## config.mk

```make
export PLATFORM = sky130hd
export DESIGN_NAME = mcc_clock_source_control
export DESIGN_NICKNAME = d
export VERILOG_FILES = /design/src/mcc_pkg.sv /design/src/mcc_clock_source_control.sv /design/src/mcc_sync2.sv /design/src/mcc_delay_cnt.sv
export SDC_FILE = /design/constraint.sdc
export NUM_CORES = 1
export LEC_CHECK = 0
export ABC_CLOCK_PERIOD_IN_PS = 2400
export BUFFER_PORTS_ARGS = -buffer_cell sky130_fd_sc_hd__buf_2
export CAP_MARGIN = 15
export CORE_UTILIZATION = 32
export DETAILED_ROUTE_END_ITERATION = 7
export REMOVE_ABC_BUFFERS = 1
export SLEW_MARGIN = 25
export SYNTH_ARGS = -nofsm -noshare
export SYNTH_HDL_FRONTEND = slang
export SYNTH_SLANG_ARGS = --single-unit
export TNS_END_PERCENT = 20
```

## constraint.sdc

```tcl
create_clock -name clk_sys_i -period 2.4 [get_ports clk_sys_i]
set_input_delay 0.24 -clock clk_sys_i [delete_from_list [all_inputs] [get_ports clk_sys_i]]
set_output_delay 0.24 -clock clk_sys_i [all_outputs]
set_load 0.005 [all_outputs]
```

## src/mcc_pkg.sv

```systemverilog
// Notes on behaviour
// - Ring oscillator enable lets the core run while the main rail is off.
// - PLL clock run bit D0: zero stops the core PLL clock, one runs it.
// - PLL power-down bit D1 stops PLL and all clocks but RTC and ring.
// - After power-down clears on main rail, PLL needs up to 100 us.
// - Ring enable bit D4 reads the real oscillator state; writes start or stop. Here D4 reads back the stored enable, not ring_osc_running_o.
// - Sleep entry clears the ring enable; first wake from sleep sets it.
// - Ring oscillator runs within 6 us of its enable rising.
// - Source select bit D5: one picks PLL clock, zero picks ring oscillator.
// - Wake from sleep clears source select so the core resumes on ring.
// - Frequency field D7:D6 picks 12, 16, 24 or 32 MHz core clock.
// - Release delay count sets machine cycles from reset bit clear to pin high.
// - Main power-good pin falling from 1 to 0 is a power failure.
// - Failure starts ring; within 2.76 us core clock starts moving to ring.
// - Handover takes two ring and two PLL clocks, then a 2 us guard.
// - Core clock runs from ring less than 6 us after power-good falls.
// - Every power failure raises a power-fail interrupt to the core.
// - Sleeping or running on ring: no fail-safe action, flag only if sleeping.
// - Running on PLL: internal power-good held until ring clock is in use.
// - Stopped on PLL: power-good held likewise and flash handed to core.
// - Power-good interrupt flag sits in bit D0 of its register.
package mcc_pkg;

    // ------------------------------------------------------------------
    // Register map
    // ------------------------------------------------------------------
    localparam logic [15:0] MCC_ADDR_CLKSEL   = 16'h7f27;
    localparam logic [15:0] MCC_ADDR_RELDLY   = 16'h7f2f;
    localparam logic [7:0]  MCC_CLKSEL_RESET  = 8'h10;
    localparam logic [3:0]  MCC_RELDLY_RESET  = 4'h0;
    localparam int          MCC_RELDLY_W      = 4;

    // Field positions of clock_select_control, and of the power-good flag bit
    localparam int MCC_BIT_PLL_RUN  = 0;
    localparam int MCC_BIT_PLL_DOWN = 1;
    localparam int MCC_BIT_RING_ON  = 4;
    localparam int MCC_BIT_SRC_PLL  = 5;
    localparam int MCC_BIT_FREQ_LO  = 6;
    localparam int MCC_BIT_PGI      = 0;

    // Frequency select codes
    localparam logic [1:0] MCC_FREQ_12 = 2'h0;
    localparam logic [1:0] MCC_FREQ_16 = 2'h1;
    localparam logic [1:0] MCC_FREQ_24 = 2'h2;
    localparam logic [1:0] MCC_FREQ_32 = 2'h3;

    // ------------------------------------------------------------------
    // Timing, system clock 20 MHz
    // ------------------------------------------------------------------
    localparam int MCC_CLK_PERIOD_NS = 50;
    localparam int MCC_PLL_LOCK_NS   = 100000;
    localparam int MCC_RING_START_NS = 6000;
    localparam int MCC_FS_WAIT_NS    = 2760;
    localparam int MCC_FS_GUARD_NS   = 2000;
    localparam int MCC_FS_HAND_CLKS  = 4;
    // Least time rounds up, longest times round down
    localparam int MCC_PLL_LOCK_CYC  =
        (MCC_PLL_LOCK_NS + MCC_CLK_PERIOD_NS - 1) / MCC_CLK_PERIOD_NS;
    localparam int MCC_RING_START_CYC = MCC_RING_START_NS / MCC_CLK_PERIOD_NS;
    localparam int MCC_FS_WAIT_CYC   = MCC_FS_WAIT_NS / MCC_CLK_PERIOD_NS;
    localparam int MCC_FS_GUARD_CYC  = MCC_FS_GUARD_NS / MCC_CLK_PERIOD_NS;
    localparam int MCC_LOCK_W        = 11;
    localparam int MCC_RING_W        = 7;

    // ------------------------------------------------------------------
    // Types
    // ------------------------------------------------------------------
    typedef struct packed {
        logic [1:0] freq_sel;
        logic       src_pll;
        logic       ring_on;
        logic [1:0] rsvd;
        logic       pll_down;
        logic       pll_run;
    } mcc_clksel_t;

    typedef enum logic [4:0] {
        MCC_FS_IDLE  = 5'h01,
        MCC_FS_WAIT  = 5'h02,
        MCC_FS_HAND  = 5'h04,
        MCC_FS_GUARD = 5'h08,
        MCC_FS_DONE  = 5'h10
    } mcc_fs_state_t;

endpackage : mcc_pkg

```

## src/mcc_clock_source_control.sv

```systemverilog
`timescale 1ns/1ns
`default_nettype none
module mcc_clock_source_control
    import mcc_pkg::*;
(
    input  wire logic        clk_sys_i,             // 20 MHz system clock
    input  wire logic        rst_i,                 // Standby reset, high
    input  wire logic        ce_i,                  // Clock enable
    input  wire logic [15:0] mmcr_addr_i,           // Core register address
    input  wire logic [7:0]  mmcr_wdata_i,          // Core write data
    input  wire logic        mmcr_wr_i,             // Core write strobe
    input  wire logic        mmcr_rd_i,             // Core read strobe
    output logic      [7:0]  mmcr_rdata_o,          // Registered read data
    input  wire logic        main_power_good_i,     // Power-good pin
    input  wire logic        core_sleep_i,          // Core is in sleep
    input  wire logic        core_sleep_entry_i,    // Pulse: entering sleep
    input  wire logic        core_wake_i,           // Pulse: first wake
    input  wire logic        core_stopped_i,        // Core clock stopped
    input  wire logic        internal_reset_out_bit_i, // Reset-out bit
    input  wire logic        machine_cycle_i,       // Pulse per machine cycle
    input  wire logic        powergood_irq_clear_i, // Pulse: clear flag
    output logic             pll_clock_run_o,       // Core PLL clock runs
    output logic             pll_power_down_o,      // PLL powered down
    output logic             periph_clocks_run_o,   // Non-RTC clocks run
    output logic             pll_stable_o,          // PLL clocks settled
    output logic             ring_osc_on_o,         // Ring oscillator enable
    output logic             ring_osc_running_o,    // Ring oscillator up
    output logic             core_source_pll_o,     // Core mux: 1 = PLL
    output logic      [1:0]  core_freq_select_o,    // Core frequency code
    output logic             reset_out_pin_n_o,     // Reset-out pin, low
    output logic             internal_power_good_o, // Internal power-good
    output logic             power_fail_irq_o,      // Pulse: power failed
    output logic             powergood_irq_flag_o,  // Sticky flag, bit D0
    output logic             flash_to_core_o        // Core owns flash
);

    // ------------------------------------------------------------------
    // Declarations
    // ------------------------------------------------------------------
    mcc_clksel_t        clksel_r;
    mcc_clksel_t        clksel_nxt;
    logic [3:0]         reldly_r;
    logic [7:0]         rdata_r;
    logic [7:0]         rdata_nxt;
    logic               pg_s;
    logic               pg_prev_r;
    logic               rst_bit_prev_r;
    logic               down_prev_r;
    logic               ring_prev_r;
    logic               rst_pin_n_r;
    logic               pll_stable_r;
    logic               ring_run_r;
    logic               int_pg_r;
    logic               pfi_r;
    logic               pgi_r;
    logic               flash_r;
    mcc_fs_state_t      fs_state_r;
    mcc_fs_state_t      fs_state_nxt;
    logic [6:0]         fs_cnt_r;
    logic [6:0]         fs_cnt_nxt;
    logic               hit_clksel;
    logic               hit_reldly;
    logic               wr_clksel;
    logic               wr_reldly;
    logic               fail_evt;
    logic               fs_start;
    logic               fs_to_hand;
    logic               fs_hold;
    logic               rel_load;
    logic               rel_done;
    logic               lock_load;
    logic               lock_done;
    logic               ring_load;
    logic               ring_done;

    // ------------------------------------------------------------------
    // Pin synchroniser
    // ------------------------------------------------------------------
    mcc_sync2 u_pg_sync (
        .clk_sys_i (clk_sys_i),
        .rst_i     (rst_i),
        .ce_i      (ce_i),
        .d_i       (main_power_good_i),
        .q_o       (pg_s)
    );

    // ------------------------------------------------------------------
    // Register decode
    // ------------------------------------------------------------------
    // Address match and strobes
    assign hit_clksel = (mmcr_addr_i == MCC_ADDR_CLKSEL);
    assign hit_reldly = (mmcr_addr_i == MCC_ADDR_RELDLY);
    assign wr_clksel  = mmcr_wr_i && hit_clksel;
    assign wr_reldly  = mmcr_wr_i && hit_reldly;

    // Read mux; unmapped addresses read zero
    // reserved read zero
    assign rdata_nxt = hit_clksel ? clksel_r :
                       hit_reldly ? {4'h0, reldly_r} : 8'h00;

    // ------------------------------------------------------------------
    // Power-fail detection and scenario
    // ------------------------------------------------------------------
    // falling edge detect
    assign fail_evt   = pg_prev_r && !pg_s;
    // only a PLL-clocked core takes fail-safe action
    assign fs_start   = fail_evt && clksel_r.src_pll &&
                        (fs_state_r == MCC_FS_IDLE);
    assign fs_to_hand = (fs_state_r == MCC_FS_WAIT) && (fs_cnt_r == 7'h00);
    assign fs_hold    = fs_start || (fs_state_r == MCC_FS_WAIT) ||
                        (fs_state_r == MCC_FS_HAND) ||
                        (fs_state_r == MCC_FS_GUARD);

    // ------------------------------------------------------------------
    // Clock select register next value
    // ------------------------------------------------------------------
    // Hardware set beats sleep clear, which beats a firmware write
    always_comb begin
        clksel_nxt = clksel_r;
        if (wr_clksel) begin
            clksel_nxt.pll_run  = mmcr_wdata_i[MCC_BIT_PLL_RUN];
            clksel_nxt.pll_down = mmcr_wdata_i[MCC_BIT_PLL_DOWN];
            clksel_nxt.ring_on  = mmcr_wdata_i[MCC_BIT_RING_ON];
            clksel_nxt.src_pll  = mmcr_wdata_i[MCC_BIT_SRC_PLL];
            clksel_nxt.freq_sel = mmcr_wdata_i[MCC_BIT_FREQ_LO +: 2];
        end
        clksel_nxt.rsvd = 2'h0;
        if (core_sleep_entry_i) begin
            clksel_nxt.ring_on = 1'b0;
        end
        if (core_wake_i) begin
            clksel_nxt.ring_on = 1'b1;
            clksel_nxt.src_pll = 1'b0;
        end
        if (fail_evt) begin
            clksel_nxt.ring_on = 1'b1;
        end
        if (fs_to_hand) begin
            clksel_nxt.src_pll = 1'b0;
        end
    end

    // Register storage and read data
    always_ff @(posedge clk_sys_i) begin
        if (rst_i) begin
            clksel_r <= MCC_CLKSEL_RESET;
            reldly_r <= MCC_RELDLY_RESET;
            rdata_r  <= 8'h00;
        end else if (ce_i) begin
            clksel_r <= clksel_nxt;
            if (wr_reldly) begin
                reldly_r <= mmcr_wdata_i[MCC_RELDLY_W-1:0];
            end
            if (mmcr_rd_i) begin
                rdata_r <= rdata_nxt;
            end
        end
    end

    // ------------------------------------------------------------------
    // Fail-safe sequencer
    // ------------------------------------------------------------------
    // wait, handover, guard; total stays under the 6 us limit
    always_comb begin
        fs_state_nxt = fs_state_r;
        fs_cnt_nxt   = (fs_cnt_r != 7'h00) ? fs_cnt_r - 7'h01 : 7'h00;
        case (fs_state_r)
            MCC_FS_IDLE: begin
                if (fs_start) begin
                    fs_state_nxt = MCC_FS_WAIT;
                    fs_cnt_nxt   = 7'(MCC_FS_WAIT_CYC - 1);
                end
            end
            MCC_FS_WAIT: begin
                if (fs_cnt_r == 7'h00) begin
                    fs_state_nxt = MCC_FS_HAND;
                    fs_cnt_nxt   = 7'(MCC_FS_HAND_CLKS - 1);
                end
            end
            MCC_FS_HAND: begin
                if (fs_cnt_r == 7'h00) begin
                    fs_state_nxt = MCC_FS_GUARD;
                    fs_cnt_nxt   = 7'(MCC_FS_GUARD_CYC - 1);
                end
            end
            MCC_FS_GUARD: begin
                if (fs_cnt_r == 7'h00) begin
                    fs_state_nxt = MCC_FS_DONE;
                end
            end
            MCC_FS_DONE: begin
                // Re-arm once the main rail is back
                if (pg_s) begin
                    fs_state_nxt = MCC_FS_IDLE;
                end
            end
            default: begin
                fs_state_nxt = MCC_FS_IDLE;
            end
        endcase
    end

    always_ff @(posedge clk_sys_i) begin
        if (rst_i) begin
            fs_state_r <= MCC_FS_IDLE;
            fs_cnt_r   <= 7'h00;
        end else if (ce_i) begin
            fs_state_r <= fs_state_nxt;
            fs_cnt_r   <= fs_cnt_nxt;
        end
    end

    // ------------------------------------------------------------------
    // Delay timers
    // ------------------------------------------------------------------
    // reset release on reset bit fall
    assign rel_load  = rst_bit_prev_r && !internal_reset_out_bit_i;
    // lock wait when power-down clears with rail up
    assign lock_load = down_prev_r && !clksel_r.pll_down && pg_s;
    assign ring_load = !ring_prev_r && clksel_r.ring_on;

    mcc_delay_cnt #(.W(MCC_RELDLY_W)) u_rel_cnt (
        .clk_sys_i  (clk_sys_i),
        .rst_i      (rst_i),
        .ce_i       (ce_i),
        .load_i     (rel_load),
        .load_val_i (reldly_r),
        .tick_i     (machine_cycle_i),
        .done_o     (rel_done)
    );

    mcc_delay_cnt #(.W(MCC_LOCK_W)) u_lock_cnt (
        .clk_sys_i  (clk_sys_i),
        .rst_i      (rst_i),
        .ce_i       (ce_i),
        .load_i     (lock_load),
        .load_val_i (MCC_LOCK_W'(MCC_PLL_LOCK_CYC)),
        .tick_i     (1'b1),
        .done_o     (lock_done)
    );

    mcc_delay_cnt #(.W(MCC_RING_W)) u_ring_cnt (
        .clk_sys_i  (clk_sys_i),
        .rst_i      (rst_i),
        .ce_i       (ce_i),
        .load_i     (ring_load),
        .load_val_i (MCC_RING_W'(MCC_RING_START_CYC - 2)),
        .tick_i     (1'b1),
        .done_o     (ring_done)
    );

    // ------------------------------------------------------------------
    // Status flops
    // ------------------------------------------------------------------
    // Edge history and derived status, all registered
    always_ff @(posedge clk_sys_i) begin
        if (rst_i) begin
            pg_prev_r      <= 1'b0;
            rst_bit_prev_r <= 1'b1;
            down_prev_r    <= 1'b0;
            ring_prev_r    <= 1'b1;
            rst_pin_n_r    <= 1'b0;
            pll_stable_r   <= 1'b1;
            ring_run_r     <= 1'b1;
            int_pg_r       <= 1'b0;
            pfi_r          <= 1'b0;
        end else if (ce_i) begin
            pg_prev_r      <= pg_s;
            rst_bit_prev_r <= internal_reset_out_bit_i;
            down_prev_r    <= clksel_r.pll_down;
            ring_prev_r    <= clksel_r.ring_on;
            rst_pin_n_r    <= !internal_reset_out_bit_i && rel_done &&
                              !rel_load;
            pll_stable_r   <= !clksel_r.pll_down && lock_done && !lock_load;
            ring_run_r     <= clksel_r.ring_on && ring_done && !ring_load;
            int_pg_r       <= fs_hold ? 1'b1 : pg_s;
            pfi_r          <= fail_evt;
        end
    end

    // Sticky flag: a new event beats a clear in the same cycle
    always_ff @(posedge clk_sys_i) begin
        if (rst_i) begin
            pgi_r <= 1'b0;
        end else if (ce_i) begin
            if (fail_evt && core_sleep_i && !clksel_r.src_pll) begin
                pgi_r <= 1'b1;
            end else if (powergood_irq_clear_i) begin
                pgi_r <= 1'b0;
            end
        end
    end

    // Flash ownership lasts until the sequence re-arms
    always_ff @(posedge clk_sys_i) begin
        if (rst_i) begin
            flash_r <= 1'b0;
        end else if (ce_i) begin
            if (fs_start && core_stopped_i) begin
                flash_r <= 1'b1;
            end else if (fs_state_r == MCC_FS_DONE && pg_s) begin
                flash_r <= 1'b0;
            end
        end
    end

    // ------------------------------------------------------------------
    // Outputs
    // ------------------------------------------------------------------
    // power-down overrides the run bit
    assign pll_clock_run_o       = clksel_r.pll_run && !clksel_r.pll_down;
    assign pll_power_down_o      = clksel_r.pll_down;
    assign periph_clocks_run_o   = !clksel_r.pll_down;
    assign pll_stable_o          = pll_stable_r;
    assign ring_osc_on_o         = clksel_r.ring_on;
    assign ring_osc_running_o    = ring_run_r;
    assign core_source_pll_o     = clksel_r.src_pll;
    assign core_freq_select_o    = clksel_r.freq_sel;
    assign reset_out_pin_n_o     = rst_pin_n_r;
    assign internal_power_good_o = int_pg_r;
    assign power_fail_irq_o      = pfi_r;
    assign powergood_irq_flag_o  = pgi_r;
    assign flash_to_core_o       = flash_r;
    assign mmcr_rdata_o          = rdata_r;

    // ------------------------------------------------------------------
    // Assertions
    // ------------------------------------------------------------------
    localparam int FS_MAX = 120;
    localparam int RS_MAX = 121;
endmodule : mcc_clock_source_control
`default_nettype wire

```

## src/mcc_sync2.sv

```systemverilog
`timescale 1ns/1ns
`default_nettype none
module mcc_sync2 (
    input  wire logic clk_sys_i,   // System clock
    input  wire logic rst_i,       // Synchronous reset
    input  wire logic ce_i,        // Clock enable
    input  wire logic d_i,         // Asynchronous level in
    output logic      q_o          // Synchronised level
);
    logic meta_r;
    logic hold_r;

    // Two stages; only the second stage is visible outside
    always_ff @(posedge clk_sys_i) begin
        if (rst_i) begin
            meta_r <= 1'b0;
            hold_r <= 1'b0;
        end else if (ce_i) begin
            meta_r <= d_i;
            hold_r <= meta_r;
        end
    end
    assign q_o = hold_r;
endmodule : mcc_sync2
`default_nettype wire

```

## src/mcc_delay_cnt.sv

```systemverilog
`timescale 1ns/1ns
`default_nettype none
module mcc_delay_cnt #(
    parameter int W = 4
) (
    input  wire logic         clk_sys_i,  // System clock
    input  wire logic         rst_i,      // Synchronous reset
    input  wire logic         ce_i,       // Clock enable
    input  wire logic         load_i,     // Start a new delay
    input  wire logic [W-1:0] load_val_i, // Delay length in ticks
    input  wire logic         tick_i,     // Count step
    output logic              done_o      // Count has reached zero
);
    logic [W-1:0] cnt_r;
    logic [W-1:0] cnt_nxt;

    // Load wins over a step in the same cycle
    assign cnt_nxt = load_i ? load_val_i :
                     (tick_i && (cnt_r != '0)) ? cnt_r - 1'b1 : cnt_r;

    always_ff @(posedge clk_sys_i) begin
        if (rst_i) begin
            cnt_r <= '0;
        end else if (ce_i) begin
            cnt_r <= cnt_nxt;
        end
    end
    assign done_o = (cnt_r == '0);
endmodule : mcc_delay_cnt
`default_nettype wire

```

==> results of run 1 <==
final timing paths:
| path | endpoint | slack (ns) | cells after the start |
|---|---|---|---|
| hold / removal | u_pg_sync.meta_r | 0.14 | 3 |
| setup / recovery | u_lock_cnt.cnt_r[0] | 0.27 | 4 |
| setup reg to reg | u_lock_cnt.cnt_r[0] | 0.27 | 4 |
| hold reg to reg | mmcr_rdata_o[4] | 0.46 | 2 |
per-stage QoR:
stage	instance area [um^2]	util	hold WS (ns)
after global placement	3860	0.374	0.439
after CTS	4090	0.396	0.125
after global routing	4090	0.396	0.125
after detailed placement	3860	0.374	0.443
final	4090	0.396	0.136
after floorplan	3310	-	0.309
registers in the layout (all words and copies together), names as in the netlist, 2 cells and up:
name	flops
fs_cnt_r	7
reldly_r	4
fs_state_r	5
u_rel_cnt.cnt_r	4
core_freq_select_o	2
mmcr_rdata_o	8
u_lock_cnt.cnt_r	11
u_ring_cnt.cnt_r	7
routing by layer:
metal,global-route usage,up-vias,routed length (um)
li1,-,1636,-
met1,0.213,1516,4330
met2,0.259,61,3870
met3,0.0427,6,371
met4,0.0493,0,75
met5,0,-,0
area by class of cell:
type                            instances  area share
Multi-Input combinational cell        306       0.478
Sequential cell                        65       0.318
Timing Repair Buffer                   70      0.0931
Tap cell                              136      0.0416
Clock buffer                            9      0.0303
Clock inverter                          7      0.0245
Inverter                               16      0.0147
cell families (layout without fill, tap and decap cells):
group | after synthesis | after routing | share of synthesized area
adders and majority gates | 7 | 7 | 0.0256
DFF | 65 | 65 | 0.381
xor gates and xnor gates | 4 | 4 | 0.0103
and+or+nand+nor | 170 | 170 | 0.288
AOI/OAI and AO/OA | 110 | 110 | 0.202
muxes | 15 | 15 | 0.0462
buffers and inverters | 40 | 102 | 0.0473
cell usage in the layout (no fill, tap or decap), types with 4 or more instances in the layout:
cell type and count:
sky130_fd_sc_hd__a211oi_1 4, sky130_fd_sc_hd__a21oi_1 34, sky130_fd_sc_hd__a31oi_1 9, sky130_fd_sc_hd__buf_2 58, sky130_fd_sc_hd__buf_4 12, sky130_fd_sc_hd__clkbuf_8 9
sky130_fd_sc_hd__dfxtp_1 65, sky130_fd_sc_hd__ha_1 7, sky130_fd_sc_hd__inv_1 16, sky130_fd_sc_hd__mux2i_1 12, sky130_fd_sc_hd__nand2_1 35, sky130_fd_sc_hd__nand2b_1 5
sky130_fd_sc_hd__nand3_1 15, sky130_fd_sc_hd__nand3b_1 5, sky130_fd_sc_hd__nand4_1 4, sky130_fd_sc_hd__nand4b_1 7, sky130_fd_sc_hd__nor2_1 25, sky130_fd_sc_hd__nor2b_1 5
sky130_fd_sc_hd__nor3_1 14, sky130_fd_sc_hd__nor3b_1 4, sky130_fd_sc_hd__o21ai_0 29, sky130_fd_sc_hd__o311ai_0 5, sky130_fd_sc_hd__o31a_1 4, sky130_fd_sc_hd__o31ai_1 5
sky130_fd_sc_hd__or3_1 14, sky130_fd_sc_hd__or3b_2 4, sky130_fd_sc_hd__or4_1 4
power by group through the flow:
stage,clock network [uW],logic [uW],registers (uW)
global placement,0,1450,1470
global route,1140,1670,1500
CTS,1090,1480,1450
floorplan,0,1080,1420
detailed placement,0,1470,1480
finish,1060,1490,1460
critical path, delay by kind of cell (launching register included):
family / cells / cell delay [ns]
flops: 1 / 0.34
mux: 1 / 0.30
compound gates: 1 / 0.24
simple gates: 2 / 1.13
==> out/qor.csv, run 1 <==
metric,value,unit
number_of_flops_mapped_to_enable_cells_by_yosys,0,
fill_cells,1050,
detailedPlace.worstSlack,0.292,ns
fp-row-count,37,
yosys_register_bits,65,
post-dp-hpwl,6270,um
synth_top_flop_cell,sky130_fd_sc_hd__dfxtp_1,
post_dr_vias_cell,5.29,
timing_worst_setup_path_type,flip-flop to flip-flop,
ctsRootBufferMaster,sky130_fd_sc_hd__clkbuf_8,
clock_tree_from_tritoncts,yes,
grt_setup_unrepaired,no,
mappedNetlistArea,3410,um^2
initial_core_util,0.331,
p_leak,0.00159,uW
p_clk_frac,0.265,
detail_route.first_pass.iterations,4,
report.final.hold_viol_count,0,
cts_made_buffers,9,
cts_resized,0,
remaining_drc_errors,0,
min_path_type,input port to flip-flop,
share_comb_of_total_power,0.371,
critical_path.startpoint_type,flip-flop,
power.ir.vdd_worst,0.341,mV
critical_path.cell_chain,or4_4 > or4_4 > o21a_1 > mux2_4,
setup_violations,0,
final_critical_path_setup_slack,0.273,ns
layout-drive-gt1-share,0.228,
clock_sinks,65,
drt-initial-drc-count,162,
insertedDiodeCount,0,
slew_viol_final,0,
clock_insertion_delay_worst_skew,0.35,ns
gp_routability_congestion,0.821,
timing.critical_path.slowest_cell_delay,0.57,ns
synth_top_cell_area_share,0.381,
core-area,10300,um^2
p_sw_frac,0.354,
post_synth_most_frequent_cells,"sky130_fd_sc_hd__dfxtp_1, sky130_fd_sc_hd__nand2_1, sky130_fd_sc_hd__a21oi_1, sky130_fd_sc_hd__o21ai_0, sky130_fd_sc_hd__nor2_1",
synth.most_common_cell,sky130_fd_sc_hd__dfxtp_1,
syn-instance-count,411,
critical_path_required,2.63,ns
syn2layout_area_growth,19.7,%
sequential_element_share_of_the_synthesized_area,0.381,
grt_antenna_before_repair,0,
worst_path_max_delay_cell,sky130_fd_sc_hd__or4_4,
worst_path_most_repeated_cell,sky130_fd_sc_hd__or4_4,
global_route_wire_length_before_repair,14500,um
post-route-period-util,0.886,
netlist-cell-type-count,64,
fmax,470,MHz
cts.clk_slew.worst_paths,0.08,ns
power.switching,1420,uW
r2r-start,u_lock_cnt.cnt_r[5],
grt_usage,0.162,
postCtsSetupBuffers,0,
globalRouteOverflowTotal,0,
die_area,11100,um^2
hold_path_startpoint,main_power_good_i,
numPlacedInstances,593,
tns,0,ns
internal_power,2590,uW
worst-slew-pin-transition,0.647,ns
synth_top_area_cell,sky130_fd_sc_hd__dfxtp_1,
cts-hold-fix-buffers,0,
htree_levels,3,
floorplan.die.width,105,um
synthesis.area_per_instance,8.31,um^2
grt_max_degree,29,
detail_route.wl_per_cell,14.2,um
cp_max_fo,6,
postRouteAntennaNets,0,
timing.clock.skew,0.0125,ns
synth.area.top_cells,"sky130_fd_sc_hd__dfxtp_1, sky130_fd_sc_hd__a21oi_1, sky130_fd_sc_hd__o21ai_0",
ctsLongestPathBuffers,2,
postSynth.asyncResetShare,0,
drv_cap,0,
portBuffers,58,
pin_count,59,
power_per_cell_area,981,nW/um^2
arrival,2.35,ns
post_layout_nonfiller_instances,609,
multi_input_comb_area,1950,um^2
critical_path.startpoint,u_lock_cnt.cnt_r[5],
timing.final.crit_period,2.13,ns
post-layout-total-power,4010,uW
die_y,105,um
final_nets,512,
sequential_group_share_of_total_power,0.364,
number_of_global_route_vias_before_repair,2994,
seq_area,1300,um^2
routed-via-count,3219,
timing.max_slew.rel_slack,0.568,
outcome,"complete, no violations",
yosysWarningCount,0,
cp-end-kind,flip-flop,
wl,8650,um
No activity file was read; power rests on OpenSTA's default activity.
==> inputs of run 2 (changes only) <==
--- a/config.mk
+++ b/config.mk
@@ -5,6 +5,7 @@
 export SDC_FILE = /design/constraint.sdc
 export NUM_CORES = 1
 export LEC_CHECK = 0
+export ABC_AREA = 1
 export ABC_CLOCK_PERIOD_IN_PS = 2400
 export BUFFER_PORTS_ARGS = -buffer_cell sky130_fd_sc_hd__buf_2
 export CAP_MARGIN = 15
==> out/qor.csv, run 2 <==
metric,value,unit
wl,8780,um
routed-via-count,3543,
pin_count,59,
worst_path_max_delay_cell,sky130_fd_sc_hd__dfxtp_1,
final_nets,628,
post-layout-total-power,4730,uW
drt-initial-drc-count,130,
cp_max_fo,13,
power.switching,2120,uW
synth.area.top_cells,"sky130_fd_sc_hd__dfxtp_1, sky130_fd_sc_hd__nand2_1, sky130_fd_sc_hd__nor2_1",
syn2layout_area_growth,15.2,%
yosys.area_share.adder,0.0245,
clock_sinks,65,
synth_xor_area_frac,0.0147,
htree_levels,3,
timing.final.crit_period,1.61,ns
postSynth.asyncResetShare,0,
numPlacedInstances,713,
die_y,108,um
cts_resized,0,
cts-hold-fix-buffers,0,
grt_max_degree,34,
ctsLongestPathBuffers,2,
timing.max_slew.rel_slack,0.653,
synth_top_flop_cell,sky130_fd_sc_hd__dfxtp_1,
detailedPlace.worstSlack,0.812,ns
insertedDiodeCount,0,
sequential_group_share_of_total_power,0.332,
slew_viol_final,0,
timing.critical_path.slowest_cell_delay,0.33,ns
compound_gate_portion_of_the_synthesized_area,0.139,
share_comb_of_total_power,0.503,
p_sw_frac,0.448,
mappedNetlistArea,3570,um^2
hold_path_startpoint,mmcr_wdata_i[7],
fp-row-count,38,
floorplan.die.width,108,um
global_route_wire_length_before_repair,14600,um
timing_worst_setup_path_type,flip-flop to flip-flop,
drv_cap,0,
post_layout_nonfiller_instances,729,
power_per_cell_area,1150,nW/um^2
r2r-end,u_lock_cnt.cnt_r[7],
post-route-period-util,0.672,
grt_antenna_before_repair,0,
min_path_type,input port to flip-flop,
synth_simple_gate_area_share,0.369,
p_clk_frac,0.165,
leading_cell_type_in_the_layout_fill_and_taps_excluded,sky130_fd_sc_hd__nand2_1,
synth_top_area_cell,sky130_fd_sc_hd__dfxtp_1,
number_of_flops_mapped_to_enable_cells_by_yosys,0,
cp-end-kind,flip-flop,
critical_path.cell_chain,inv_1 > ha_1 > nand2_1 > nor2_1 > nand2_1 > nand2_2 > inv_2 > o21ai_0 > a21oi_1,
critical-path-top-delay-family,simple AND/OR/NAND/NOR gates,
yosys_register_bits,65,
detail_route.first_pass.iterations,4,
synth_top_family_by_area,simple AND/OR/NAND/NOR gates,
remaining_drc_errors,0,
tns,0,ns
gp_routability_congestion,0.860,
setup_violations,0,
setup.reg_to_reg.worst_slack,0.79,ns
post_synth_most_frequent_cells,"sky130_fd_sc_hd__nand2_1, sky130_fd_sc_hd__nor2_1, sky130_fd_sc_hd__dfxtp_1, sky130_fd_sc_hd__inv_1, sky130_fd_sc_hd__nand3_1",
cts_made_buffers,9,
timing.clock.skew,0.00633,ns
r2r-start,u_lock_cnt.cnt_r[0],
ctsRootBufferMaster,sky130_fd_sc_hd__clkbuf_8,
p_leak,0.00196,uW
worst-slew-pin-transition,0.521,ns
post_dr_vias_cell,4.86,
globalRouteOverflowTotal,0,
number_of_global_route_vias_before_repair,3219,
sequential_element_share_of_the_synthesized_area,0.364,
worst_hold_path.endpoint,core_freq_select_o[1],
die_area,11600,um^2
synth.area.mux_share,0,
postRouteAntennaNets,0,
largest_reg_flops,11,
portBuffers,58,
report.final.hold_viol_count,0,
detail_route.wl_per_cell,12.0,um
layout-drive-gt1-share,0.183,
post-dp-hpwl,6410,um
most-common-layout-cells,"sky130_fd_sc_hd__nand2_1, sky130_fd_sc_hd__nor2_1, sky130_fd_sc_hd__dfxtp_1",
critical_path.startpoint_type,flip-flop,
syn-instance-count,528,
worst_hold_path.num_cells,3,
core-area,10800,um^2
outcome,"complete, no violations",
fmax,620,MHz
grt_setup_unrepaired,no,
synthesis.area_per_instance,6.76,um^2
worst_path_most_repeated_cell,sky130_fd_sc_hd__nand2_1,
grt_usage,0.159,
power.ir.vdd_worst,0.599,mV
yosysWarningCount,0,
synth.most_common_cell,sky130_fd_sc_hd__nand2_1,
max_flop_register,u_lock_cnt.cnt_r,
internal_power,2610,uW
netlist-cell-type-count,41,
reg2regPathDepth,9,
synth_top_cell_area_share,0.364,
cts.clk_slew.worst_paths,0.07,ns
finalCoreUtilization,0.380,
clock_tree_from_tritoncts,yes,
critical_path.n_buffers_inverters,2,
initial_core_util,0.329,
arrival,1.81,ns
clock_insertion_delay_worst_skew,0.33,ns
final_critical_path_setup_slack,0.788,ns
postCtsSetupBuffers,0,
critical_path_required,2.60,ns
==> run 2: cell count changes after synthesis, moves of 6 or more <==
cell and change:
sky130_fd_sc_hd__nand3_1 +31, sky130_fd_sc_hd__a21oi_1 +6, sky130_fd_sc_hd__nand4b_1 -7, sky130_fd_sc_hd__nor2_1 +44
sky130_fd_sc_hd__clkbuf_1 -11, sky130_fd_sc_hd__a21oi_2 +7, sky130_fd_sc_hd__inv_1 +37, sky130_fd_sc_hd__nand2_1 +96
sky130_fd_sc_hd__or3_1 -14, sky130_fd_sc_hd__a31oi_1 -8, sky130_fd_sc_hd__mux2i_1 -12, sky130_fd_sc_hd__nor3_1 -8
==> run 2: worst max-delay path by stage <==
stage,cells past startpoint,endpoint,from
final,9,u_lock_cnt.cnt_r[7],u_lock_cnt.cnt_r[0]
after global routing,8,u_ring_cnt.cnt_r[6],u_ring_cnt.cnt_r[3]
after CTS,9,u_lock_cnt.cnt_r[7],u_lock_cnt.cnt_r[0]
after detailed placement,9,u_lock_cnt.cnt_r[7],u_lock_cnt.cnt_r[0]
after global placement,9,u_lock_cnt.cnt_r[8],u_lock_cnt.cnt_r[0]
after floorplan,8,u_lock_cnt.cnt_r[1],u_lock_cnt.cnt_r[0]
==> run 2: tightest hold or removal path, delay by kind of cell <==
kind	cells	cell delay, ns
and+or+nand+nor	2	0.12
buffers and inverters	1	0.08
==> run 2: cells by family after synthesis <==
logic type      after synthesis
flops                        65
simple gates                290
fa+ha+maj                     7
xor+xnor                      6
compound gates               87
buf+inv                      73
==> run 2: metal layers <==
layer	part of all wire	GRT usage
met5	0	0
met2	0.48	0.264
met3	0.051	0.0406
met1	0.46	0.203
met4	0.011	0.0440
==> run 2: stage by stage <==
step	area, um^2	hold WS, ns
after floorplan	3470	0.302
after global placement	3960	0.452
after detailed placement	3960	0.458
after CTS	4110	0.123
after global routing	4110	0.129
final	4110	0.133
==> run 2: layout make-up <==
cell class	instances	area, um^2
Tap cell	140	175
Multi-Input combinational cell	390	1950
Inverter	57	214
Sequential cell	65	1300
Timing Repair Buffer	61	313
Clock inverter	3	17.5
Clock buffer	13	139
Fill cell	1158	6730
==> run 2: power groups by stage <==
stage               Sequential, uW  Combinational, uW  Clock (uW)
global placement              1590               2320           0
detailed placement            1590               2370           0
global route                  1610               2770         860
floorplan                     1530               1960           0
CTS                           1570               2380         808
finish                        1570               2380         781
==> inputs of run 3 (changes only) <==
--- a/config.mk
+++ b/config.mk
@@ -5,8 +5,8 @@
 export SDC_FILE = /design/constraint.sdc
 export NUM_CORES = 1
 export LEC_CHECK = 0
-export ABC_AREA = 1
-export ABC_CLOCK_PERIOD_IN_PS = 2400
+export ABC_AREA = 0
+export ABC_CLOCK_PERIOD_IN_PS = 1400
 export BUFFER_PORTS_ARGS = -buffer_cell sky130_fd_sc_hd__buf_2
 export CAP_MARGIN = 15
 export CORE_UTILIZATION = 32
==> constraint.sdc (replaced) <==
create_clock -name clk_sys_i -period 1.4 [get_ports clk_sys_i]
set_input_delay 0.14 -clock clk_sys_i [delete_from_list [all_inputs] [get_ports clk_sys_i]]
set_output_delay 0.14 -clock clk_sys_i [all_outputs]
set_load 0.005 [all_outputs]
==> out/qor.csv, run 3 (same netlist as run 1, synthesis figures left out) <==
metric,value,unit
outcome,"finished, violations left",
failed_checks,setup timing,
clock_tree_from_tritoncts,yes,
floorplan.die.width,105,um
max_flop_register,u_lock_cnt.cnt_r,
power_per_cell_area,1700,nW/um^2
post_layout_nonfiller_instances,689,
report.final.hold_viol_count,0,
worst_path_max_delay_cell,sky130_fd_sc_hd__or4_4,
globalRouteOverflowTotal,0,
grt_usage,0.194,
clock_sinks,65,
grt_setup_unrepaired,yes,
grt_max_degree,26,
timing_worst_setup_path_type,flip-flop to flip-flop,
power.ir.vdd_worst,0.685,mV
timing.final.crit_period,2.08,ns
fmax,481,MHz
ctsRootBufferMaster,sky130_fd_sc_hd__clkbuf_8,
detail_route.wl_per_cell,14.8,um
remaining_drc_errors,0,
detailedPlace.worstSlack,-0.642,ns
die_y,105,um
final_critical_path_setup_slack,-0.680,ns
worst_hold_slack,0.0421,ns
leading_cell_type_in_the_layout_fill_and_taps_excluded,sky130_fd_sc_hd__buf_4,
most-common-layout-cells,"sky130_fd_sc_hd__buf_4, sky130_fd_sc_hd__buf_2, sky130_fd_sc_hd__dfxtp_1",
global_route_wire_length_before_repair,17300,um
syn2layout_area_growth,46.4,%
top_usage_layer,met2,
drt-initial-drc-count,106,
post-route-period-util,1.49,
drv_cap,0,
groute.layer.met3.usage,0.0377,
worst_path_most_repeated_cell,sky130_fd_sc_hd__or4_4,
min_path_type,input port to flip-flop,
clock_insertion_delay_worst_skew,0.35,ns
numPlacedInstances,667,
met2_usage,0.327,
timing.critical_path.slowest_cell_delay,0.57,ns
met1_usage,0.242,
die_area,11100,um^2
finalCoreUtilization,0.484,
slew_viol_final,0,
cts_made_buffers,9,
htree_levels,3,
ctsLongestPathBuffers,2,
p_leak,0.00205,uW
timing.clock.skew,0.0133,ns
grt_antenna_before_repair,0,
post-layout-total-power,8510,uW
critical_path.cell_chain,or4_4 > or4_4 > o21a_1 > mux2_4,
fill_cells,984,
detail_route.first_pass.iterations,4,
largest_reg_flops,11,
post-dp-hpwl,7370,um
cts-hold-fix-buffers,0,
critical_path_required,1.63,ns
setup_violations,35,
pin_count,59,
final_nets,592,
gp_routability_congestion,0.824,
arrival,2.31,ns
post_dr_vias_cell,5.26,
fp-row-count,37,
routed-via-count,3627,
portBuffers,58,
number_of_global_route_vias_before_repair,3678,
postRouteAntennaNets,0,
wl,10200,um
cts.clk_slew.worst_paths,0.08,ns
initial_core_util,0.331,
timing.max_slew.rel_slack,0.695,
insertedDiodeCount,0,
cp_max_fo,5,
core-area,10300,um^2
worst-slew-pin-transition,0.457,ns
layout-drive-gt1-share,0.439,
critical_path.startpoint_type,flip-flop,
cp-end-kind,flip-flop,
run 3: changes by cell type in the layout (fill, tap and decap cells not counted), sizes merged, moves of 8 or more:
cell,before,now
mux2i,0,12
or4,0,8
a31oi,1,9
a21oi,47,34
inv,56,16
buf,61,150
nand3,49,15
or3,0,16
nor2,78,25
nand2,138,35
run 3: cell type report:
cell class | count | area (um^2) | area share
multi-input cells | 306 | 2230 | 0.447
flip-flops and latches | 65 | 1320 | 0.263
repair buffers | 150 | 1020 | 0.203
well taps | 136 | 170 | 0.0341
clock buffers | 9 | 124 | 0.0248
clock inverters | 7 | 71.3 | 0.0143
inverters | 16 | 65.1 | 0.0130
run 3: routing by layer:
layer / vias to the layer above / wire length [um] / share of wire
met4: 0 / 112 / 0.011
met3: 12 / 413 / 0.041
met5: - / 0 / 0
met2: 76 / 4990 / 0.49
met1: 1737 / 4680 / 0.46
li1: 1802 / - / -
run 3: timing repair:
item | in CTS | in global routing
setup endpoints to repair | 40 | 41
setup buffers | 3 | 2
gates resized for setup | 58 | 40
pin swaps | 29 | 14
cloned | 1 | 0
run 3: worst paths after layout:
kind | start | slack [ns] | end | cells after the start
max reg2reg | u_lock_cnt.cnt_r[8] | -0.68 | u_lock_cnt.cnt_r[0] | 4
min reg2reg | mmcr_rdata_o[5] | 0.46 | mmcr_rdata_o[5] | 2
max | u_lock_cnt.cnt_r[8] | -0.68 | u_lock_cnt.cnt_r[0] | 4
min | main_power_good_i | 0.04 | u_pg_sync.meta_r | 3
run 3: metrics by stage:
step	area, um^2	setup TNS [ns]
finish	5000	-10.10
CTS	4840	-10.30
global route	5000	-12.55
global placement	4430	-14.12
detailed placement	4430	-15.65
floorplan	3310	-14.66
run 3: worst max-delay path: cells and delay by family (launching register included):
kind            cells  cell delay, ns
simple gates        2            1.11
flops               1            0.33
mux                 1            0.30
compound gates      1            0.23
run 3: power breakdown:
group	internal, uW	switching [uW]
registers	2200	266
clock network	818	781
logic	2470	1980
